## config.mk

```make
export PLATFORM = sky130hd
export DESIGN_NAME = biowd_decoder
export DESIGN_NICKNAME = d
export VERILOG_FILES = /design/src/hw/biowd_decoder.v /design/src/hw/biowd_range_cmp.v
export VERILOG_INCLUDE_DIRS = /design/src /design/src/pkg
export SDC_FILE = /design/constraint.sdc
export NUM_CORES = 1
export LEC_CHECK = 0
export ABC_CLOCK_PERIOD_IN_PS = 2900
export BUFFER_PORTS_ARGS = -buffer_cell sky130_fd_sc_hd__buf_2
export CAP_MARGIN = 5
export CELL_PAD_IN_SITES_DETAIL_PLACEMENT = 2
export CELL_PAD_IN_SITES_GLOBAL_PLACEMENT = 2
export CORE_MARGIN = 2
export CORE_UTILIZATION = 35
export DETAILED_ROUTE_END_ITERATION = 8
export HOLD_SLACK_MARGIN = 0.15
export MAX_ROUTING_LAYER = met4
export PLACE_DENSITY = 0.84
export SLEW_MARGIN = 20
export SYNTH_ARGS = -nofsm -noshare
export SYNTH_HDL_FRONTEND = slang
export SYNTH_SLANG_ARGS = --single-unit
```

## constraint.sdc

```tcl
create_clock -name clk_i -period 2.9 [get_ports clk_i]
set_clock_uncertainty 0.1 [all_clocks]
set_input_delay 0.725 -clock clk_i [delete_from_list [all_inputs] [get_ports clk_i]]
set_output_delay 0.725 -clock clk_i [all_outputs]
set_load 0.01 [all_outputs]
```

## src/pkg/biowd_map.vh

```
// Register map, reset values and decode constants for the window decoder.
//
// Overview of operation
// - Primary-side I/O is never claimed while the I/O enable bit is clear.
// - Master enable clear ignores all secondary-side I/O and memory traffic.
// - I/O inside the window goes downstream; outside goes upstream.
// - Base above limit disables the I/O window; all secondary I/O goes up.
// - I/O window decodes full 32-bit addresses with 4KB granularity.
// - Low base byte holds bits 15:12 high, reads 1h low; bits 11:0 zero.
// - Upper 16-bit base register is read/write; base resets to zero.
// - Limit mirrors base layout; limit bits 11:0 are FFFh; resets 0000 0FFFh.
// - ISA mode only affects in-window addresses with bits 31:16 zero.
// - ISA mode forwards downstream only the low 256 bytes of each 1KB below 64KB.
// - ISA mode sends upper 768 bytes per 1KB below 64KB upstream.
// - Otherwise secondary I/O goes upstream only when outside the window.
// - Memory goes downstream only while memory enable is set.
// - Primary memory in MMIO window goes downstream; secondary is ignored.
// - Outside MMIO window: primary ignored; secondary up unless claimed.
// - MMIO prefetch only on read line or read multiple; plain read one phase.
// - MMIO base and limit hold bits 31:20 in top 12 bits; low 4 zero.
// - MMIO window is 32-bit, 1MB granular; limit low bits are F FFFFh.
// - MMIO base resets to zero and limit to 000F FFFFh.
// - MMIO base above limit disables the MMIO window.
// - No translation; anything not sent downstream is sent upstream unless another decoder claims it.
`ifndef BIOWD_MAP_VH
`define BIOWD_MAP_VH

// ----------------------------------------------------------------------
// Configuration offsets (byte addresses)
// ----------------------------------------------------------------------
`define BIOWD_OFS_IO_BASE_LO 8'h1c
`define BIOWD_OFS_IO_LIMIT_LO 8'h1d
`define BIOWD_OFS_MMIO_BASE 8'h20
`define BIOWD_OFS_MMIO_LIMIT 8'h22
`define BIOWD_OFS_IO_BASE_HI 8'h30
`define BIOWD_OFS_IO_LIMIT_HI 8'h32

// ----------------------------------------------------------------------
// Fixed fields and reset values
// ----------------------------------------------------------------------
`define BIOWD_IO_CAP_32 4'h1
`define BIOWD_IO_BASE_MID_RST 4'h0
`define BIOWD_IO_BASE_HI_RST 16'h0000
`define BIOWD_IO_LIMIT_MID_RST 4'h0
`define BIOWD_IO_LIMIT_HI_RST 16'h0000
`define BIOWD_IO_BASE_FILL 12'h000
`define BIOWD_IO_LIMIT_FILL 12'hfff
`define BIOWD_MMIO_LOW_ZERO 4'h0
`define BIOWD_MMIO_BASE_RST 12'h000
`define BIOWD_MMIO_LIMIT_RST 12'h000
`define BIOWD_MMIO_BASE_FILL 20'h00000
`define BIOWD_MMIO_LIMIT_FILL 20'hfffff
`define BIOWD_ISA_HI_ZERO 16'h0000
`define BIOWD_ISA_LOW_QTR 2'b00

// ----------------------------------------------------------------------
// Bus command codes
// ----------------------------------------------------------------------
`define BIOWD_CMD_IO_RD 4'h2
`define BIOWD_CMD_IO_WR 4'h3
`define BIOWD_CMD_MEM_RD 4'h6
`define BIOWD_CMD_MEM_WR 4'h7
`define BIOWD_CMD_MEM_RD_MUL 4'hc
`define BIOWD_CMD_MEM_RD_LINE 4'he
`define BIOWD_CMD_MEM_WR_INV 4'hf

`endif

```

## src/hw/biowd_decoder.v

```verilog
// I/O and memory-mapped I/O forwarding decoder of the bus bridge.
`timescale 1ns/1ps
`include "biowd_map.vh"
module biowd_decoder (
  input wire clk_i,
  input wire arst_n_i,
  // Configuration write/read port
  input wire cfg_wr_i,
  input wire cfg_rd_i,
  input wire [7:0] cfg_addr_i,
  input wire [1:0] cfg_be_i,
  input wire [15:0] cfg_wdata_i,
  output reg [15:0] cfg_rdata_o,
  output reg cfg_rvalid_o,
  // Command and bridge control bits
  input wire io_en_i,
  input wire mem_en_i,
  input wire master_en_i,
  input wire isa_en_i,
  // Claims from decoders outside this block
  input wire sec_mem_other_claim_i,
  // Primary-side address phase
  input wire pri_valid_i,
  input wire [3:0] pri_cmd_i,
  input wire [31:0] pri_addr_i,
  // Secondary-side address phase
  input wire sec_valid_i,
  input wire [3:0] sec_cmd_i,
  input wire [31:0] sec_addr_i,
  // Decisions
  output reg pri_fwd_down_o,
  output reg sec_fwd_up_o,
  output reg fwd_prefetch_o,
  output reg fwd_single_o,
  output reg dec_valid_o
);
  // ----------------------------------------------------------------------
  // Window registers
  // ----------------------------------------------------------------------
  reg [3:0] io_base_mid_ff;
  reg [3:0] io_limit_mid_ff;
  reg [15:0] io_base_hi_ff;
  reg [15:0] io_limit_hi_ff;
  reg [11:0] mmio_base_ff;
  reg [11:0] mmio_limit_ff;

  // Byte-lane write of the window fields
  always @(posedge clk_i or negedge arst_n_i) begin
    if (!arst_n_i) begin
      io_base_mid_ff <= `BIOWD_IO_BASE_MID_RST;
      io_base_hi_ff <= `BIOWD_IO_BASE_HI_RST;
      io_limit_mid_ff <= `BIOWD_IO_LIMIT_MID_RST;
      io_limit_hi_ff <= `BIOWD_IO_LIMIT_HI_RST;
      mmio_base_ff <= `BIOWD_MMIO_BASE_RST;
      mmio_limit_ff <= `BIOWD_MMIO_LIMIT_RST;
    end else if (cfg_wr_i) begin
      // The 1Ch/1Dh pair shares one halfword; lane 0 base, lane 1 limit
      if (cfg_addr_i == `BIOWD_OFS_IO_BASE_LO) begin
        if (cfg_be_i[0]) begin
          io_base_mid_ff <= cfg_wdata_i[7:4];
        end
        if (cfg_be_i[1]) begin
          io_limit_mid_ff <= cfg_wdata_i[15:12];
        end
      end else if (cfg_addr_i == `BIOWD_OFS_IO_LIMIT_LO) begin
        if (cfg_be_i[0]) begin
          io_limit_mid_ff <= cfg_wdata_i[7:4];
        end
      end else if (cfg_addr_i == `BIOWD_OFS_MMIO_BASE) begin
        if (cfg_be_i[0]) begin
          mmio_base_ff[3:0] <= cfg_wdata_i[7:4];
        end
        if (cfg_be_i[1]) begin
          mmio_base_ff[11:4] <= cfg_wdata_i[15:8];
        end
      end else if (cfg_addr_i == `BIOWD_OFS_MMIO_LIMIT) begin
        if (cfg_be_i[0]) begin
          mmio_limit_ff[3:0] <= cfg_wdata_i[7:4];
        end
        if (cfg_be_i[1]) begin
          mmio_limit_ff[11:4] <= cfg_wdata_i[15:8];
        end
      end else if (cfg_addr_i == `BIOWD_OFS_IO_BASE_HI) begin
        if (cfg_be_i[0]) begin
          io_base_hi_ff[7:0] <= cfg_wdata_i[7:0];
        end
        if (cfg_be_i[1]) begin
          io_base_hi_ff[15:8] <= cfg_wdata_i[15:8];
        end
      end else if (cfg_addr_i == `BIOWD_OFS_IO_LIMIT_HI) begin
        if (cfg_be_i[0]) begin
          io_limit_hi_ff[7:0] <= cfg_wdata_i[7:0];
        end
        if (cfg_be_i[1]) begin
          io_limit_hi_ff[15:8] <= cfg_wdata_i[15:8];
        end
      end
    end
  end

  // ----------------------------------------------------------------------
  // Read-back
  // ----------------------------------------------------------------------
  reg [15:0] nxt_rdata;

  // Unmapped offsets read as zero
  always @* begin
    nxt_rdata = 16'h0000;
    if (cfg_addr_i == `BIOWD_OFS_IO_BASE_LO) begin
      nxt_rdata = {io_limit_mid_ff, `BIOWD_IO_CAP_32,
                   io_base_mid_ff, `BIOWD_IO_CAP_32};
    end else if (cfg_addr_i == `BIOWD_OFS_IO_LIMIT_LO) begin
      nxt_rdata = {8'h00, io_limit_mid_ff, `BIOWD_IO_CAP_32};
    end else if (cfg_addr_i == `BIOWD_OFS_MMIO_BASE) begin
      nxt_rdata = {mmio_base_ff, `BIOWD_MMIO_LOW_ZERO};
    end else if (cfg_addr_i == `BIOWD_OFS_MMIO_LIMIT) begin
      nxt_rdata = {mmio_limit_ff, `BIOWD_MMIO_LOW_ZERO};
    end else if (cfg_addr_i == `BIOWD_OFS_IO_BASE_HI) begin
      nxt_rdata = io_base_hi_ff;
    end else if (cfg_addr_i == `BIOWD_OFS_IO_LIMIT_HI) begin
      nxt_rdata = io_limit_hi_ff;
    end
  end

  // Read data lands one cycle after the strobe
  always @(posedge clk_i or negedge arst_n_i) begin
    if (!arst_n_i) begin
      cfg_rdata_o <= 16'h0000;
      cfg_rvalid_o <= 1'b0;
    end else begin
      cfg_rvalid_o <= cfg_rd_i;
      if (cfg_rd_i) begin
        cfg_rdata_o <= nxt_rdata;
      end
    end
  end

  // ----------------------------------------------------------------------
  // Expanded window bounds
  // ----------------------------------------------------------------------
  wire [31:0] io_base_full;
  wire [31:0] io_limit_full;
  wire [31:0] mmio_base_full;
  wire [31:0] mmio_limit_full;

  // Full 32-bit I/O decode, 4KB aligned
  assign io_base_full = {io_base_hi_ff, io_base_mid_ff,
                         `BIOWD_IO_BASE_FILL};
  assign io_limit_full = {io_limit_hi_ff, io_limit_mid_ff,
                          `BIOWD_IO_LIMIT_FILL};
  // 1MB granular memory-mapped window
  assign mmio_base_full = {mmio_base_ff, `BIOWD_MMIO_BASE_FILL};
  assign mmio_limit_full = {mmio_limit_ff, `BIOWD_MMIO_LIMIT_FILL};

  // ----------------------------------------------------------------------
  // Window hits, one comparator per side and window
  // ----------------------------------------------------------------------
  wire pri_io_hit;
  wire sec_io_hit;
  wire pri_mm_hit;
  wire sec_mm_hit;

  // Base above limit gives no hit on either window
  biowd_range_cmp #(.W(32)) u_pri_io (
    .addr_i(pri_addr_i),
    .base_i(io_base_full),
    .limit_i(io_limit_full),
    .hit_o(pri_io_hit)
  );
  biowd_range_cmp #(.W(32)) u_sec_io (
    .addr_i(sec_addr_i),
    .base_i(io_base_full),
    .limit_i(io_limit_full),
    .hit_o(sec_io_hit)
  );
  biowd_range_cmp #(.W(32)) u_pri_mm (
    .addr_i(pri_addr_i),
    .base_i(mmio_base_full),
    .limit_i(mmio_limit_full),
    .hit_o(pri_mm_hit)
  );
  biowd_range_cmp #(.W(32)) u_sec_mm (
    .addr_i(sec_addr_i),
    .base_i(mmio_base_full),
    .limit_i(mmio_limit_full),
    .hit_o(sec_mm_hit)
  );

  // ----------------------------------------------------------------------
  // Command classes
  // ----------------------------------------------------------------------
  wire pri_is_io;
  wire sec_is_io;
  wire pri_is_mem;
  wire sec_is_mem;

  assign pri_is_io = (pri_cmd_i == `BIOWD_CMD_IO_RD) ||
                     (pri_cmd_i == `BIOWD_CMD_IO_WR);
  assign sec_is_io = (sec_cmd_i == `BIOWD_CMD_IO_RD) ||
                     (sec_cmd_i == `BIOWD_CMD_IO_WR);
  assign pri_is_mem = (pri_cmd_i == `BIOWD_CMD_MEM_RD) ||
                      (pri_cmd_i == `BIOWD_CMD_MEM_WR) ||
                      (pri_cmd_i == `BIOWD_CMD_MEM_RD_MUL) ||
                      (pri_cmd_i == `BIOWD_CMD_MEM_RD_LINE) ||
                      (pri_cmd_i == `BIOWD_CMD_MEM_WR_INV);
  assign sec_is_mem = (sec_cmd_i == `BIOWD_CMD_MEM_RD) ||
                      (sec_cmd_i == `BIOWD_CMD_MEM_WR) ||
                      (sec_cmd_i == `BIOWD_CMD_MEM_RD_MUL) ||
                      (sec_cmd_i == `BIOWD_CMD_MEM_RD_LINE) ||
                      (sec_cmd_i == `BIOWD_CMD_MEM_WR_INV);

  // ----------------------------------------------------------------------
  // ISA alias detection
  // ----------------------------------------------------------------------
  wire pri_isa_alias;
  wire sec_isa_alias;

  // Low 64KB only, and only the upper 768 bytes of each 1KB block
  assign pri_isa_alias = isa_en_i &&
                         (pri_addr_i[31:16] == `BIOWD_ISA_HI_ZERO) &&
                         (pri_addr_i[9:8] != `BIOWD_ISA_LOW_QTR);
  assign sec_isa_alias = isa_en_i &&
                         (sec_addr_i[31:16] == `BIOWD_ISA_HI_ZERO) &&
                         (sec_addr_i[9:8] != `BIOWD_ISA_LOW_QTR);

  // ----------------------------------------------------------------------
  // Forwarding decision
  // ----------------------------------------------------------------------
  reg nxt_down;
  reg nxt_up;
  reg nxt_prefetch;
  reg nxt_single;

  // Address translation is never applied; decisions are pure membership
  always @* begin
    nxt_down = 1'b0;
    nxt_up = 1'b0;
    nxt_prefetch = 1'b0;
    nxt_single = 1'b0;
    if (pri_valid_i) begin
      if (pri_is_io) begin
        // ISA alias withheld from downstream even inside the window
        nxt_down = io_en_i && pri_io_hit && !pri_isa_alias;
      end else if (pri_is_mem) begin
        nxt_down = mem_en_i && pri_mm_hit;
        if (nxt_down) begin
          // Side effects possible here, so plain reads stop after one
          nxt_prefetch = (pri_cmd_i == `BIOWD_CMD_MEM_RD_MUL) ||
                         (pri_cmd_i == `BIOWD_CMD_MEM_RD_LINE);
          nxt_single = (pri_cmd_i == `BIOWD_CMD_MEM_RD);
        end
      end
    end
    if (sec_valid_i && master_en_i) begin
      if (sec_is_io) begin
        // Gap-free complement of the downstream set
        nxt_up = !sec_io_hit || sec_isa_alias;
      end else if (sec_is_mem) begin
        nxt_up = !sec_mm_hit && !sec_mem_other_claim_i;
      end
    end
  end

  // Decisions are registered so every output leaves a flip-flop
  always @(posedge clk_i or negedge arst_n_i) begin
    if (!arst_n_i) begin
      pri_fwd_down_o <= 1'b0;
      sec_fwd_up_o <= 1'b0;
      fwd_prefetch_o <= 1'b0;
      fwd_single_o <= 1'b0;
      dec_valid_o <= 1'b0;
    end else begin
      pri_fwd_down_o <= nxt_down;
      sec_fwd_up_o <= nxt_up;
      fwd_prefetch_o <= nxt_prefetch;
      fwd_single_o <= nxt_single;
      dec_valid_o <= pri_valid_i || sec_valid_i;
    end
  end
endmodule // biowd_decoder

```

## src/hw/biowd_range_cmp.v

```verilog
// Inclusive range comparator for one address window.
`timescale 1ns/1ps
module biowd_range_cmp #(
  parameter W = 32
) (
  input wire [W-1:0] addr_i,
  input wire [W-1:0] base_i,
  input wire [W-1:0] limit_i,
  output wire hit_o
);
  // ----------------------------------------------------------------------
  // Compare
  // ----------------------------------------------------------------------
  // Base above limit yields no hit, so the window is off
  assign hit_o = (addr_i >= base_i) && (addr_i <= limit_i);
endmodule // biowd_range_cmp

```

==> flow_summary.json <==
{
  "syn_avg_cell_area_sq_um": 9.44,
  "tightest_slew_ns": 0.718,
  "cts-root-buf": "clkbuf_16",
  "clk_pin_slew_worst_paths_ns": 0.07,
  "final_cells": 1163,
  "antenna_cells": 0,
  "regArea_sq_um": 2150,
  "power_frac_clock_pct": 39.5,
  "yosys.cell_types.count": 53,
  "synth_async_sr_flop_share_pct": 100,
  "p_leak_nw": 3.85,
  "drtIter0Drc": 364,
  "grtUsageTotal_pct": 29.5,
  "p_switching_mw": 1.01,
  "clk_latency_ns": 0.36,
  "drcViolationCount": 0,
  "final_cell_mix": "buf_2 (129), ha_1 (128), dfrtp_1 (86)",
  "vias": 6887,
  "overflow": 0,
  "setup_viol": 0,
  "area_growth_pct": 21.1,
  "pwr-share-comb_pct": 20.8,
  "dpl.cell_count": 1147,
  "yosysWarnings": 0,
  "routed_wl_um": 30200,
  "worst-setup-path-type": "in2reg",
  "seq_area_frac_synth_pct": 31.0,
  "gp_congestion": 0.943,
  "power.density_nw_per_um2": 382,
  "synth_nets": 973,
  "hold_viol_final": 0,
  "nNetsFinal": 1130,
  "grt_max_degree": 48,
  "hp-class": "in2async",
  "dieHeight_um": 145,
  "dieWidth_um": 145,
  "cts_tree": "built",
  "status": "completed",
  "period_share_pct": 93.9,
  "max-cap-violations": 0,
  "crit_path_start_kind": "primary input",
  "arrival_ns": 2.84,
  "synth_edf_count": 0,
  "ys_dominant_reg_cell": "dfrtp_1",
  "p_int_mw": 2.20,
  "numCtsBuffers": 9,
  "vdd.ir_drop.worst_uv": 302,
  "swShare_pct": 31.4,
  "dp_hpwl_um": 23900,
  "start_util_pct": 35.7,
  "min_period_ns": 2.72,
  "ys_ff_latch": 86,
  "post_cts_buffers": 0,
  "grt_pass1_wl_um": 45900,
  "drive_gt1_share_pct": 27.1,
  "numClockSinks": 86,
  "ant_nets": 0,
  "nFillCells": 2155,
  "dr.pass1.iters": 6,
  "io_pins": 131,
  "layout_commonest_cell": "buf_2",
  "fp.dieArea_sq_um": 21000,
  "cts_max_level": 3,
  "syn_area_sq_um": 6950,
  "antenna_found_initial": 0,
  "critPathMaxFanout": 5,
  "portBuffers": 130,
  "post_drt_wl_per_cell_um": 26.0,
  "hold_buffers": 0,
  "critPathRequiredTime_ns": 3.01,
  "slew_violations": 0,
  "fin_util_pct": 43.3,
  "slew_headroom_pct": 50.9,
  "synthCells": 736,
  "multi_input_area_sq_um": 4480,
  "setup_tns_ns": 0,
  "endpoint_kind": "flip-flop",
  "grt_pass1_vias": 7655,
  "viasPerCell": 5.92,
  "seqPwrFrac_pct": 39.7,
  "clockBufferDepth": 2,
  "cts_resized": 0,
  "grt_setup_unrepaired": "false",
  "num_rows": 51,
  "coreArea_sq_um": 19500,
  "max_freq_ghz": 0.367
}
==> cell families (layout without fill, tap and decap cells) <==
logic type               after synthesis  in the layout  share of synthesized area, %
AO/OA/AOI/OAI                        163            163                          14.4
adder cells (fa/ha/maj)              128            128                          23.0
buffers and inverters                 83            245                          4.55
flip-flops                            86             86                          31.0
multiplexers                          68             68                          10.9
AND/OR/NAND/NOR                      208            208                          16.1
==> path summary, 6_finish.rpt <==
| check | depth (start not counted) | end | slack (ns) | from |
|---|---|---|---|---|
| worst min register to register | 1 | cfg_rdata_o[9] | 0.41 | cfg_rdata_o[9] |
| worst min-delay path | 1 | sec_fwd_up_o | 0.16 | arst_n_i |
| max in group asynchronous | 2 | mmio_limit_ff[2] | 1.92 | arst_n_i |
| worst max-delay path | 8 | pri_fwd_down_o | 0.18 | pri_addr_i[25] |
| min in group clk_i | 1 | cfg_rdata_o[9] | 0.41 | cfg_rdata_o[9] |
| worst max register to register | 8 | pri_fwd_down_o | 0.24 | io_base_hi_ff[9] |
==> cell type report <==
cell class / count / share of cell area (%)
Multi-Input combinational cell: 567 / 53.2
Sequential cell: 86 / 25.6
Timing Repair Buffer: 157 / 10.3
Tap cell: 265 / 3.94
Inverter: 72 / 3.21
Clock buffer: 10 / 2.84
Clock inverter: 6 / 0.892
==> worst max-delay path, cell delays in order <==
cell and delay [ns]:
buf_2 0.15, ha_1 0.34, a211oi_1 0.34, o21ai_0 0.18
o211ai_1 0.13, a21oi_1 0.13, a2111oi_0 0.65, o32ai_1 0.19
==> Yosys cell counts (2+ instances only) <==
| cell | n | share of area [%] |
|---|---|---|
| a21o_1 | 5 | 0.54 |
| o22ai_1 | 6 | 0.54 |
| buf_2 | 4 | 0.29 |
| nor2_1 | 35 | 1.9 |
| nand4_1 | 32 | 2.9 |
| nand4b_1 | 2 | 0.25 |
| or3_1 | 2 | 0.18 |
| inv_1 | 72 | 3.9 |
| nand3_1 | 16 | 1.2 |
| a221oi_1 | 13 | 1.6 |
| nor4_1 | 13 | 1.2 |
| a22oi_1 | 11 | 1.2 |
| and3_1 | 3 | 0.27 |
| clkbuf_1 | 7 | 0.38 |
| a22o_1 | 2 | 0.25 |
| a21oi_1 | 63 | 4.5 |
| nand3b_1 | 2 | 0.22 |
| nand2_1 | 53 | 2.9 |
| a211oi_1 | 9 | 0.97 |
| or4_1 | 6 | 0.65 |
| nand2b_1 | 4 | 0.36 |
| mux2i_1 | 4 | 0.58 |
| a2111oi_0 | 2 | 0.25 |
| dfrtp_1 | 86 | 31 |
| nor3_1 | 16 | 1.2 |
| o211ai_1 | 2 | 0.22 |
| ha_1 | 128 | 23 |
| and2_1 | 3 | 0.27 |
| o21ai_0 | 31 | 2.2 |
| nor4b_1 | 2 | 0.25 |
| a31oi_1 | 9 | 0.81 |
| nor2b_1 | 3 | 0.27 |
| mux2_2 | 64 | 10 |
| a41oi_1 | 2 | 0.25 |
| nor3b_1 | 3 | 0.32 |
| and4_1 | 4 | 0.50 |
==> sequential cells by signal, indices dropped and copies added (netlist names) <==
register         count
io_base_hi_ff       16
mmio_limit_ff       12
sec_fwd_up_o         1
fwd_single_o         1
io_base_mid_ff       4
mmio_base_ff        12
cfg_rvalid_o         1
dec_valid_o          1
io_limit_hi_ff      16
cfg_rdata_o         16
fwd_prefetch_o       1
pri_fwd_down_o       1
io_limit_mid_ff      4
==> per-layer routing <==
metal / vias to the layer above / GRT usage [%] / wire length (um)
li1: 3083 / - / -
met1: 3496 / 35.7 / 13100
met2: 240 / 48.8 / 14500
met3: 68 / 4.09 / 1270
met4: 0 / 13.6 / 1300
met5: - / - / 0
==> power groups by stage <==
stage          Combinational [mW]  Sequential (mW)  Clock, mW
2_1_floorplan               0.291             1.29          0
3_3_place_gp                0.594             1.29          0
3_5_place_dp                0.639             1.30          0
4_1_cts                     0.660             1.27       1.29
5_1_grt                     0.734             1.28       1.32
6_report                    0.669             1.27       1.27
==> through the flow <==
stage                     area (sq um)  power (mW)  setup slack, ns  hold WS, ns
final                             8420        3.21            0.176        0.162
after global routing              8420        3.34            0.150        0.175
after CTS                         8420        3.22            0.273        0.165
after detailed placement          8100        1.94          -0.0390        0.392
after global placement            8100        1.89          0.00366        0.389
after floorplan                   6950        1.58            0.298        0.329
(Power assumes the default switching activity.)
